[src/pec_defines.svh]
`ifndef PEC_DEFINES_SVH
`define PEC_DEFINES_SVH

// ----------------------------------------------------------------
// Widths
// ----------------------------------------------------------------
`define PEC_ADDR_W          8
`define PEC_DATA_W          32
`define PEC_CNT_W           48

// ----------------------------------------------------------------
// Register offsets (byte addresses)
// ----------------------------------------------------------------
`define PEC_OFS_EVTSEL      8'h00
`define PEC_OFS_CNT_LO      8'h04
`define PEC_OFS_CNT_HI      8'h08
`define PEC_OFS_STATUS      8'h0c

// ----------------------------------------------------------------
// Event select fields and reset values
// ----------------------------------------------------------------
`define PEC_SEL_CODE_RANGE  7:0
`define PEC_SEL_UMASK_RANGE 15:8
`define PEC_SEL_SPEC_RANGE  15:14
`define PEC_SEL_AGENT_BIT   13
`define PEC_SEL_EN_BIT      22
`define PEC_SEL_RST         32'h0000_0000
`define PEC_CNT_RST         48'h0000_0000_0000
`define PEC_SPEC_ALL        2'b11

// ----------------------------------------------------------------
// Event codes and unit masks
// ----------------------------------------------------------------
`define PEC_EV_L2_REJECT    8'h30
`define PEC_EV_L2_IDLE      8'h32
`define PEC_EV_CYCLES       8'h3c
`define PEC_UM_CORE_CYC     2'h0
`define PEC_UM_REF_CYC      2'h1
`define PEC_UM_SERIAL_CYC   2'h2
`define PEC_EV_PREF_REQ     8'h4f
`define PEC_EV_SHARE_SNOOP  8'h78
`define PEC_EV_BUS_SNOOP    8'h77
`define PEC_EV_BUS_IDLE     8'h7d
`define PEC_EV_BUS_DRDY     8'h62

`endif

[src/pec_pkg.sv]
package pec_pkg;

  // Microarchitectural conditions seen by this core, one cycle each
  typedef struct packed {
    logic coreHalted;
    logic snoopActive;
    logic otherHalted;
    logic busTick;
    logic l2RejThis;
    logic l2RejOther;
    logic l2IdleThis;
    logic l2IdleOther;
    logic prefReqThis;
    logic prefReqOther;
    logic shareSnpThis;
    logic shareSnpOther;
    logic busIdleThis;
    logic busIdleOther;
    logic busSnpThis;
    logic busSnpOther;
    logic drdyThis;
    logic drdyOther;
  } pec_events_t;

  typedef struct packed {
    logic        wrEn;
    logic        rdEn;
    logic [7:0]  addr;
    logic [31:0] wrData;
  } pec_reg_req_t;

  typedef struct packed {
    logic [7:0]  evCode;
    logic [7:0]  unitMask;
    logic        enable;
    logic [47:0] count;
    logic [31:0] rdData;
  } pec_state_t;

endpackage : pec_pkg

[src/pec_counter.sv]
`timescale 1ns/10ps
`include "pec_defines.svh"
// Functional notes
// - Core counts as active while executing code, not while halted.
// - Core also counts as active while snooped, even when halted.
// - Shared-unit events qualify by processor or bus agent boundary via unit mask.
// - Unit mask top two bits choose this core or either core.
// - All-cores encoding counts the shared condition of every core.
// - Cycle events under code 3C stop on a halted core, snooped or not.
// - Bus data-ready event with all-agents mask counts every bus agent.
// - Second-level reject event counts each reject cycle.
// - Second-level idle-request event counts each cycle without requests.
// - Core cycle event counts every core clock while not halted.
// - Reference cycle event counts bus clock cycles while not halted.
// - Serial execution counts bus cycles running while other core halted.
// - Prefetch request event counts every request, resubmissions again.
// - Share snoop event counts each data cache store-port share snoop, only while unit mask bit 0 is set.
// - Bus-idle event counts bus cycles with nothing outstanding.
// - Bus snoop event counts clean, hit and hit-modified responses.
module pec_counter
  import pec_pkg::*;
(
  input  wire logic         clock,
  input  wire logic         sys_rst,
  input  wire logic         clkEn,
  input  wire pec_events_t  events,
  input  wire pec_reg_req_t regReq,
  output logic [31:0]       regRdData
);

  // ----------------------------------------------------------------
  // State
  // ----------------------------------------------------------------
  pec_state_t stateQ;
  pec_state_t stateD;

  logic       coreActive;
  logic       coreRunning;
  logic       allCores;
  logic       allAgents;
  logic [1:0] cycSel;
  logic       incThis;
  logic       incOther;
  logic [1:0] incAmount;
  logic [31:0] selView;
  logic [31:0] statusView;

  // ----------------------------------------------------------------
  // Activity qualification
  // ----------------------------------------------------------------
  // Snoops keep a halted core active so snoop-driven events still count
  assign coreActive  = !events.coreHalted || events.snoopActive;
  // Cycle events must ignore snoop activity
  assign coreRunning = !events.coreHalted;

  // Core-specificity subfield lives in the top of the unit mask
  assign allCores  = (stateQ.unitMask[7:6] == `PEC_SPEC_ALL);
  assign allAgents = stateQ.unitMask[`PEC_SEL_AGENT_BIT - 8];
  assign cycSel    = stateQ.unitMask[1:0];

  // ----------------------------------------------------------------
  // Event selection
  // ----------------------------------------------------------------
  always_comb begin
    incThis  = 1'b0;
    incOther = 1'b0;
    case (stateQ.evCode)
      `PEC_EV_L2_REJECT: begin
        incThis  = events.l2RejThis;
        incOther = allCores && events.l2RejOther;
      end
      `PEC_EV_L2_IDLE: begin
        incThis  = events.l2IdleThis;
        incOther = allCores && events.l2IdleOther;
      end
      `PEC_EV_CYCLES: begin
        case (cycSel)
          `PEC_UM_CORE_CYC: begin
            incThis = coreRunning;
          end
          `PEC_UM_REF_CYC: begin
            incThis = coreRunning && events.busTick;
          end
          `PEC_UM_SERIAL_CYC: begin
            // Needs a bus cycle, this core running and the other halted
            incThis = coreRunning && events.otherHalted && events.busTick;
          end
          default: begin
            incThis = 1'b0;
          end
        endcase
      end
      `PEC_EV_PREF_REQ: begin
        // Resubmitted requests arrive as new pulses and count again
        incThis  = events.prefReqThis;
        incOther = allCores && events.prefReqOther;
      end
      `PEC_EV_SHARE_SNOOP: begin
        incThis = stateQ.unitMask[0] && events.shareSnpThis;
        incOther = stateQ.unitMask[0] && allCores && events.shareSnpOther;
      end
      `PEC_EV_BUS_SNOOP: begin
        incThis  = events.busSnpThis;
        incOther = allAgents && events.busSnpOther;
      end
      `PEC_EV_BUS_IDLE: begin
        incThis  = events.busIdleThis && events.busTick;
        incOther = allAgents && events.busIdleOther && events.busTick;
      end
      `PEC_EV_BUS_DRDY: begin
        incThis  = events.drdyThis;
        incOther = (allAgents || allCores) && events.drdyOther;
      end
      default: begin
        incThis  = 1'b0;
        incOther = 1'b0;
      end
    endcase
  end

  // Nothing counts outside active periods or while disabled
  always_comb begin
    incAmount = 2'h0;
    if (stateQ.enable && coreActive) begin
      incAmount = {1'b0, incThis} + {1'b0, incOther};
    end
  end

  // ----------------------------------------------------------------
  // Register views
  // ----------------------------------------------------------------
  always_comb begin
    selView = 32'h0000_0000;
    selView[`PEC_SEL_CODE_RANGE]  = stateQ.evCode;
    selView[`PEC_SEL_UMASK_RANGE] = stateQ.unitMask;
    selView[`PEC_SEL_EN_BIT]      = stateQ.enable;
  end

  always_comb begin
    statusView    = 32'h0000_0000;
    statusView[0] = coreActive;
    statusView[1] = events.coreHalted;
    statusView[2] = events.snoopActive;
    statusView[3] = stateQ.enable;
  end

  // ----------------------------------------------------------------
  // Next state
  // ----------------------------------------------------------------
  always_comb begin
    stateD = stateQ;
    // Read data stands only in the cycle after the strobe
    stateD.rdData = 32'h0000_0000;
    // Software load of the count takes priority over an increment
    stateD.count = stateQ.count + {46'h0, incAmount};
    if (regReq.wrEn) begin
      case (regReq.addr)
        `PEC_OFS_EVTSEL: begin
          stateD.evCode   = regReq.wrData[`PEC_SEL_CODE_RANGE];
          stateD.unitMask = regReq.wrData[`PEC_SEL_UMASK_RANGE];
          stateD.enable   = regReq.wrData[`PEC_SEL_EN_BIT];
        end
        `PEC_OFS_CNT_LO: begin
          stateD.count[31:0] = regReq.wrData;
        end
        `PEC_OFS_CNT_HI: begin
          stateD.count[47:32] = regReq.wrData[15:0];
        end
        default: begin
          stateD.rdData = 32'h0000_0000;
        end
      endcase
    end
    if (regReq.rdEn) begin
      case (regReq.addr)
        `PEC_OFS_EVTSEL: begin
          stateD.rdData = selView;
        end
        `PEC_OFS_CNT_LO: begin
          stateD.rdData = stateQ.count[31:0];
        end
        `PEC_OFS_CNT_HI: begin
          stateD.rdData = {16'h0000, stateQ.count[47:32]};
        end
        `PEC_OFS_STATUS: begin
          stateD.rdData = statusView;
        end
        default: begin
          stateD.rdData = 32'h0000_0000;
        end
      endcase
    end
  end

  // ----------------------------------------------------------------
  // Registers
  // ----------------------------------------------------------------
  always_ff @(posedge clock) begin
    if (sys_rst) begin
      stateQ.evCode   <= 8'h00;
      stateQ.unitMask <= 8'h00;
      stateQ.enable   <= 1'b0;
      stateQ.count    <= `PEC_CNT_RST;
      stateQ.rdData   <= 32'h0000_0000;
    end else if (clkEn) begin
      stateQ <= stateD;
    end
  end

  assign regRdData = stateQ.rdData;

endmodule : pec_counter

[config.mk]
export PLATFORM = sky130hd
export DESIGN_NAME = pec_counter
export DESIGN_NICKNAME = d
export VERILOG_FILES = /design/src/pec_pkg.sv /design/src/pec_counter.sv
export VERILOG_INCLUDE_DIRS = /design/src
export SDC_FILE = /design/constraint.sdc
export NUM_CORES = 1
export LEC_CHECK = 0
export BUFFER_PORTS_ARGS = -buffer_cell sky130_fd_sc_hd__buf_2
export CAP_MARGIN = 10
export CORE_ASPECT_RATIO = 1.1
export CORE_MARGIN = 1.5
export CORE_UTILIZATION = 50
export CTS_CLUSTER_DIAMETER = 30
export DETAILED_ROUTE_END_ITERATION = 7
export GPL_TIMING_DRIVEN = 0
export PLACE_DENSITY = 0.84
export SETUP_SLACK_MARGIN = 0.05
export SYNTH_ARGS = -nofsm -noshare
export SYNTH_HDL_FRONTEND = slang
export SYNTH_SLANG_ARGS = --single-unit
[constraint.sdc]
create_clock -name clock -period 4 [get_ports clock]
set_input_delay 0.4 -clock clock [delete_from_list [all_inputs] [get_ports clock]]
set_output_delay 0.4 -clock clock [all_outputs]
set_load 0.005 [all_outputs]
==> results.sh, run 1 <==
export IMPL_status="complete, but fails checks"
export IMPL_violated_checks="setup timing"
export IMPL_cp_common_cell="sky130_fd_sc_hd__nand3b_1"
export IMPL_grt_pass1_wl_um=30900
export IMPL_num_rows=41
export IMPL_dp_hpwl_um=14500
export IMPL_worst_ep_arrival_time_ns=4.40
export IMPL_static_leakage_power_nw=2.80
export IMPL_number_of_cells_in_the_finished_layout_apart_from_fillers=1054
export IMPL_core_footprint_um2=11400
export IMPL_worst_path_max_delay_cell="sky130_fd_sc_hd__or3_4"
export IMPL_worst_r2r_path_depth=18
export IMPL_ctsHoldBuffers=0
export IMPL_worstPathCellList="nor2b_4 -> nand3b_1 -> nor4b_4 -> nand3b_1 -> a311oi_1 -> a311o_1 -> ha_1 -> and3_1 -> ha_2 -> inv_2 -> fa_2 -> nand3b_1 -> or3_4 -> buf_4 -> nor2_4 -> nand4_1 -> or3_1 -> a31oi_1"
export IMPL_die_area_um2=12300
export IMPL_post_route_util_pct=63.1
export IMPL_cts_tree="done"
export IMPL_worstSetupPathType="reg2reg"
export IMPL_synth_seq_area_share_pct=33.3
export IMPL_crit_path_max_fanout=3
export IMPL_fin_skew_ns=0.00714
export IMPL_mappedNetlistArea_um2=5820
export IMPL_port_buffers=94
export IMPL_fraction_of_final_layout_cells_with_drive_strength_greater_than_1_pct=24.8
export IMPL_antennaDiodeCount=0
export IMPL_holdPathEnd="cycSel[1]"
export IMPL_min_delay_start="regReq[9]"
export IMPL_pin_slew_with_the_least_headroom_to_its_limit_ns=0.912
export IMPL_route_vias_total=6690
export IMPL_hold_path_class="in2reg"
export IMPL_final_nets=970
export IMPL_floorplan_die_width_um=106
export IMPL_numPlacedInstances=1011
export IMPL_postSynthNetCount=837
export IMPL_cap_viol_max_count=0
export IMPL_peak_ir_drop_on_the_vdd_network_uv=158
export IMPL_final_antenna_net_count=0
export IMPL_setup_tns_after_final_layout_ns=-0.721
export IMPL_critPathMaxStageDelay_ns=0.43
export IMPL_cts_reportedPaths_clkPinSlew_ns=0.07
export IMPL_routed_wire_length_per_instance_um=19.5
export IMPL_antenna_violations_before_repair=0
export IMPL_yosysWarningCount=0
export IMPL_regToRegEndpoint="stateQ[56]"
export IMPL_grtUsageTotal_pct=32.7
export IMPL_syn2layout_area_growth_pct=23.4
export IMPL_worst_setup_slack_for_register_to_register_paths_ns=-0.12
export IMPL_cp_required_ns=4.28
export IMPL_cpLargestDelayFamily="simple AND/OR/NAND/NOR gates"
export IMPL_cts_root_buf="sky130_fd_sc_hd__clkbuf_16"
export IMPL_r2r_start="selView[6]"
export IMPL_synth_distinct_cells=67
export IMPL_clkSinkCount=97
export IMPL_synth_enable_flop_cells=0
export IMPL_gr_total_overflow=0
export IMPL_endpoint_kind="register"
export IMPL_fin_crit_ns=4.12
export IMPL_synthArstFlopShare_pct=0
export IMPL_cts_made_buffers=9
export IMPL_final_hold_worst_slack_ns=0.320
export IMPL_hold_depth=3
export IMPL_fmax_mhz=243
export IMPL_fin_crit_sh_pct=103
export IMPL_grt_pass1_vias=5842
export IMPL_initial_utilization_pct=51.1
export IMPL_fp_dieH_um=116
export IMPL_cell_pwr_density_nw_per_um2=275
export IMPL_cts_htree_levels=3
export IMPL_syn_mean_instance_area_um2=7.59
export IMPL_place_worst_setup_slack_ns=-0.520
export IMPL_clock_latency_at_the_later_pin_of_the_worst_skew_pair_ns=0.35
export IMPL_drt_first_iter_violations=1070
export IMPL_clock_tree_buffer_depth=2
export IMPL_postRouteWirelength_um=20500
export IMPL_rsz0062_at_grt="yes"
export IMPL_route_detailed_vias_per_inst=6.35
export IMPL_finalSetupViolCount=14
export IMPL_grt_max_degree=15
export IMPL_io_pin_count=95
export IMPL_final_max_slew_violation_count=0
export IMPL_critical_path_n_buffers_inverters=2
export IMPL_setup_slack_ns=-0.119
export IMPL_synth_seq_cells=97
export IMPL_detail_route_first_pass_iterations=7
export IMPL_num_fill_cells=1010
export IMPL_postSynthCellCount=767
export IMPL_post_route_drc_count=0
export IMPL_place_congestion=1.03
export IMPL_synthFlopType="sky130_fd_sc_hd__dfxtp_1"
export IMPL_timing_hold_violations_final=0
export IMPL_timing_max_slew_rel_slack_pct=38.7
export IMPL_worstSetupStartpointType="register"
[worst register-to-register path: stages (launching register included)]
cell and delay [ns]:
sky130_fd_sc_hd__dfxtp_4 0.35, sky130_fd_sc_hd__nor2b_4 0.15, sky130_fd_sc_hd__nand3b_1 0.16, sky130_fd_sc_hd__nor4b_4 0.29, sky130_fd_sc_hd__nand3b_1 0.15, sky130_fd_sc_hd__a311oi_1 0.08
sky130_fd_sc_hd__a311o_1 0.30, sky130_fd_sc_hd__ha_1 0.28, sky130_fd_sc_hd__and3_1 0.15, sky130_fd_sc_hd__ha_2 0.19, sky130_fd_sc_hd__inv_2 0.04, sky130_fd_sc_hd__fa_2 0.33
sky130_fd_sc_hd__nand3b_1 0.20, sky130_fd_sc_hd__or3_4 0.43, sky130_fd_sc_hd__buf_4 0.18, sky130_fd_sc_hd__nor2_4 0.15, sky130_fd_sc_hd__nand4_1 0.15, sky130_fd_sc_hd__or3_1 0.34
sky130_fd_sc_hd__a31oi_1 0.15
[synthesized netlist by cell type, drive strengths merged, types with 6 or more instances]
library cell / instances / area, um^2
or4: 7 / 61.3
a211oi: 9 / 67.6
buf: 39 / 272
o21ai: 48 / 240
o22ai: 8 / 50.1
nand4: 16 / 106
and4: 7 / 61.3
mux2i: 15 / 150
nor3: 13 / 65.1
nand3: 32 / 160
nand2: 105 / 394
a22oi: 40 / 300
clkbuf: 46 / 173
a31oi: 9 / 56.3
nor2: 74 / 278
and3: 27 / 170
or3: 10 / 63.8
nor4: 9 / 98.8
dfxtp: 97 / 1940
ha: 6 / 75.1
a21o: 7 / 52.6
a21oi: 66 / 330
inv: 8 / 30.0
[worst max path at each step]
stage | cells past startpoint | to | startpoint
after detailed placement | 17 | stateQ[78] | cycSel[0]
after global placement | 17 | stateQ[78] | cycSel[0]
after CTS | 18 | stateQ[70] | selView[6]
after floorplan | 17 | stateQ[78] | selView[6]
final | 18 | stateQ[56] | selView[6]
after global routing | 18 | stateQ[70] | selView[6]
[cell families (layout without fill, tap and decap cells)]
family,after synthesis,count (layout),synth area share [%]
AND/OR/NAND/NOR,329,329,28.7
multiplexers,21,21,4.51
flip-flops,97,97,33.3
AO/OA/AOI/OAI,219,219,23.6
adder cells (fa/ha/maj),7,7,1.63
buffers and inverters,94,231,8.21
[metrics by stage]
step / cell area [um^2] / total power [mW]
6_report: 7190 / 1.98
4_1_cts: 7020 / 1.96
5_1_grt: 7190 / 2.02
3_3_place_gp: 6530 / 1.14
3_5_place_dp: 6530 / 1.14
2_1_floorplan: 5870 / 1.06
[sequential cells by signal, indices dropped and copies added (netlist names)]
name / cells
stateQ: 48
cycSel: 2
selView: 14
allAgents: 1
regRdData: 32
[power breakdown]
part	internal [mW]	switching [mW]	total, mW
Combinational	0.0458	0.105	0.150
Clock	0.482	0.376	0.858
Sequential	0.967	0.00489	0.972
Total	1.49	0.486	1.98
[area by class of cell]
cell class / count / area (um^2) / area share, %
inverter: 9 / 33.8 / 0.470
clock inverter: 3 / 42.5 / 0.592
tap: 150 / 188 / 2.61
multi-input combinational: 576 / 3570 / 49.7
clock buffer: 12 / 236 / 3.29
sequential: 97 / 1960 / 27.2
timing repair buffer: 122 / 699 / 9.73
buffer: 85 / 457 / 6.36
[layout by cell type, fill, tap and decap left out, drive strengths merged, types with 15 or more instances in the layout]
| cell | count |
|---|---|
| buf | 164 |
| o21ai | 48 |
| nand3 | 32 |
| a22oi | 40 |
| clkbuf | 55 |
| and3 | 27 |
| mux2i | 15 |
| nor2 | 74 |
| a21oi | 66 |
| dfxtp | 97 |
| nand4 | 16 |
| nand2 | 105 |
[metal layers]
layer / share of wire, % / up-vias / GRT usage, %
met2: 43 / 529 / 50.0
met3: 15 / 106 / 10.4
met4: 5.6 / 0 / 17.9
met5: 0 / - / 0
li1: - / 3040 / -
met1: 36 / 3015 / 41.3
[repair_timing]
action,4_1_cts,5_1_grt
gates resized for setup,20,35
endpoints found under the hold margin,0,0
cloned,0,0
endpoints found under the setup margin,30,36
pin swaps,22,16
buffers inserted,21,7
(Power assumes the default switching activity.)
==> run 2, diff against run 1 <==
TNS_END_PERCENT = 1   (was unset)
==> results.sh, run 2 (same netlist as run 1, synthesis figures left out) <==
export IMPL_critPathLaunch="selView[7]"
export IMPL_io_pin_count=95
export IMPL_timing_max_slew_rel_slack_pct=38.0
export IMPL_grtUsageTotal_pct=32.8
export IMPL_grt_met2_usage_pct=51.2
export IMPL_final_nets=956
export IMPL_detail_route_first_pass_iterations=7
export IMPL_fin_crit_ns=4.37
export IMPL_grt_pass1_wl_um=31000
export IMPL_die_area_um2=12300
export IMPL_setup_tns_after_final_layout_ns=-3.25
export IMPL_fraction_of_final_layout_cells_with_drive_strength_greater_than_1_pct=23.3
export IMPL_global_route_peak_usage_layer="met2"
export IMPL_num_rows=41
export IMPL_largest_register_ff_count=48
export IMPL_worstSetupStartpointType="register"
export IMPL_syn2layout_area_growth_pct=21.9
export IMPL_grt_max_degree=16
export IMPL_number_of_cells_in_the_finished_layout_apart_from_fillers=1040
export IMPL_clkSinkCount=97
export IMPL_route_detailed_vias_per_inst=6.35
export IMPL_antennaDiodeCount=0
export IMPL_cts_made_buffers=9
export IMPL_pin_slew_with_the_least_headroom_to_its_limit_ns=0.922
export IMPL_worst_setup_slack_for_register_to_register_paths_ns=-0.37
export IMPL_fin_crit_sh_pct=109
export IMPL_regToRegEndpoint="stateQ[56]"
export IMPL_timing_hold_violations_final=0
export IMPL_worst_r2r_path_depth=17
export IMPL_cap_viol_max_count=0
export IMPL_clock_latency_at_the_later_pin_of_the_worst_skew_pair_ns=0.36
export IMPL_cts_root_buf="sky130_fd_sc_hd__clkbuf_16"
export IMPL_grt_pass1_vias=5694
export IMPL_final_max_slew_violation_count=0
export IMPL_cts_reportedPaths_clkPinSlew_ns=0.07
export IMPL_route_vias_total=6605
export IMPL_most_common_cell_after_layout_fill_and_taps_aside="sky130_fd_sc_hd__nand2_1"
export IMPL_met3_usage_pct=7.59
export IMPL_timing_critical_path_to="stateQ[56]"
export IMPL_antenna_violations_before_repair=0
export IMPL_r2r_start="selView[7]"
export IMPL_fmax_mhz=229
export IMPL_core_footprint_um2=11400
export IMPL_endpoint_kind="register"
export IMPL_setup_slack_ns=-0.372
export IMPL_drt_first_iter_violations=1085
export IMPL_place_congestion=1.02
export IMPL_dp_hpwl_um=14800
export IMPL_floorplan_die_width_um=106
export IMPL_gr_total_overflow=0
export IMPL_peak_ir_drop_on_the_vdd_network_uv=212
export IMPL_static_leakage_power_nw=2.73
export IMPL_finalSetupViolCount=19
export IMPL_rsz0062_at_grt="yes"
export IMPL_fp_dieH_um=116
export IMPL_fin_skew_ns=0.00937
export IMPL_postRouteWirelength_um=20600
export IMPL_routed_wire_length_per_instance_um=19.8
export IMPL_post_route_cell_area_um2=7100
export IMPL_port_buffers=94
export IMPL_final_antenna_net_count=0
export IMPL_cts_tree="done"
export IMPL_hold_path_class="in2reg"
export IMPL_worst_ep_arrival_time_ns=4.65
export IMPL_placement_cell_area_um2=6530
export IMPL_final_cell_mix="sky130_fd_sc_hd__nand2_1 (105), sky130_fd_sc_hd__buf_2 (98), sky130_fd_sc_hd__dfxtp_1 (89), sky130_fd_sc_hd__nor2_1 (72), sky130_fd_sc_hd__a21oi_1 (64)"
export IMPL_cell_pwr_density_nw_per_um2=296
export IMPL_cts_htree_levels=3
export IMPL_numPlacedInstances=1011
export IMPL_post_route_drc_count=0
export IMPL_violated_checks="setup timing"
export IMPL_cp_required_ns=4.28
export IMPL_initial_utilization_pct=51.1
export IMPL_status="complete, but fails checks"
export IMPL_largest_register="stateQ"
export IMPL_clock_tree_buffer_depth=2
export IMPL_crit_path_max_fanout=8
export IMPL_groute_layer_met1_usage_pct=43.3
export IMPL_worstSetupPathType="reg2reg"
[run 2: changes by cell type in the layout (fill, tap and decap cells not counted), sizes merged]
cell    previous run  this run
bufinv             1         2
buf              164       147
clkbuf            55        57
[run 2: cell type report]
cell class	instances	area [um^2]
buffer	85	464
tap	150	188
timing repair buffer	108	579
clock buffer	11	253
multi-input combinational	576	3540
sequential	97	1960
clock inverter	4	76.3
inverter	9	33.8
fill	1054	4290
[run 2: per-stage QoR]
stage          worst slack, ns  power [mW]  util, %  hold WS (ns)
6_report                -0.372        2.10     62.3         0.320
5_1_grt                 -0.522        2.13     62.3         0.327
4_1_cts                 -0.284        2.08     61.5         0.318
3_5_place_dp            -0.575        1.14     57.3         0.446
3_3_place_gp            -0.521        1.14     57.3         0.439
2_1_floorplan         -0.00523        1.06        -         0.431
[run 2: how the worst min path moves through the flow]
| stage | slack [ns] | cells after the start | to | start |
|---|---|---|---|---|
| after floorplan | 0.43 | 2 | selView[10] | selView[10] |
| after global placement | 0.44 | 2 | selView[10] | selView[10] |
| after detailed placement | 0.45 | 2 | selView[11] | selView[11] |
| after CTS | 0.32 | 3 | selView[22] | regReq[22] |
| after global routing | 0.33 | 3 | cycSel[1] | regReq[9] |
| final | 0.32 | 3 | selView[22] | regReq[22] |
[run 2: power by group]
group / switching (mW) / leakage, nW / total (mW) / internal (mW)
Combinational: 0.105 / 1.79 / 0.151 / 0.0460
Sequential: 0.00513 / 0.786 / 0.971 / 0.966
Clock: 0.398 / 0.158 / 0.978 / 0.580
[run 2: what timing repair did]
| item | 4_1_cts | 5_1_grt |
|---|---|---|
| hold endpoints to repair | 0 | 0 |
| resized for setup | 16 | 19 |
| endpoints found under the setup margin | 30 | 33 |
| pin swaps | 16 | 15 |
| buffers inserted | 13 | 1 |
| hold buffers | 0 | 0 |
[run 2: critical path, stage by stage, from the launching register on]
cell and delay, ns:
sky130_fd_sc_hd__dfxtp_4 0.37, sky130_fd_sc_hd__nor2b_4 0.12, sky130_fd_sc_hd__nand3b_1 0.15, sky130_fd_sc_hd__nor4b_4 0.27
sky130_fd_sc_hd__nand3b_1 0.16, sky130_fd_sc_hd__a311oi_2 0.09, sky130_fd_sc_hd__a311o_1 0.34, sky130_fd_sc_hd__ha_1 0.32
sky130_fd_sc_hd__and3_4 0.20, sky130_fd_sc_hd__ha_4 0.14, sky130_fd_sc_hd__inv_2 0.04, sky130_fd_sc_hd__fa_2 0.33
sky130_fd_sc_hd__nand3b_1 0.26, sky130_fd_sc_hd__or3_4 0.47, sky130_fd_sc_hd__nor2_2 0.30, sky130_fd_sc_hd__nand4_1 0.17
sky130_fd_sc_hd__or3_1 0.36, sky130_fd_sc_hd__a31oi_1 0.18
[run 2: per-layer routing]
layer | up-vias | wire length [um]
li1 | 3021 | -
met1 | 2996 | 7820
met2 | 504 | 8900
met3 | 84 | 2860
met4 | 0 | 1020
met5 | - | 0
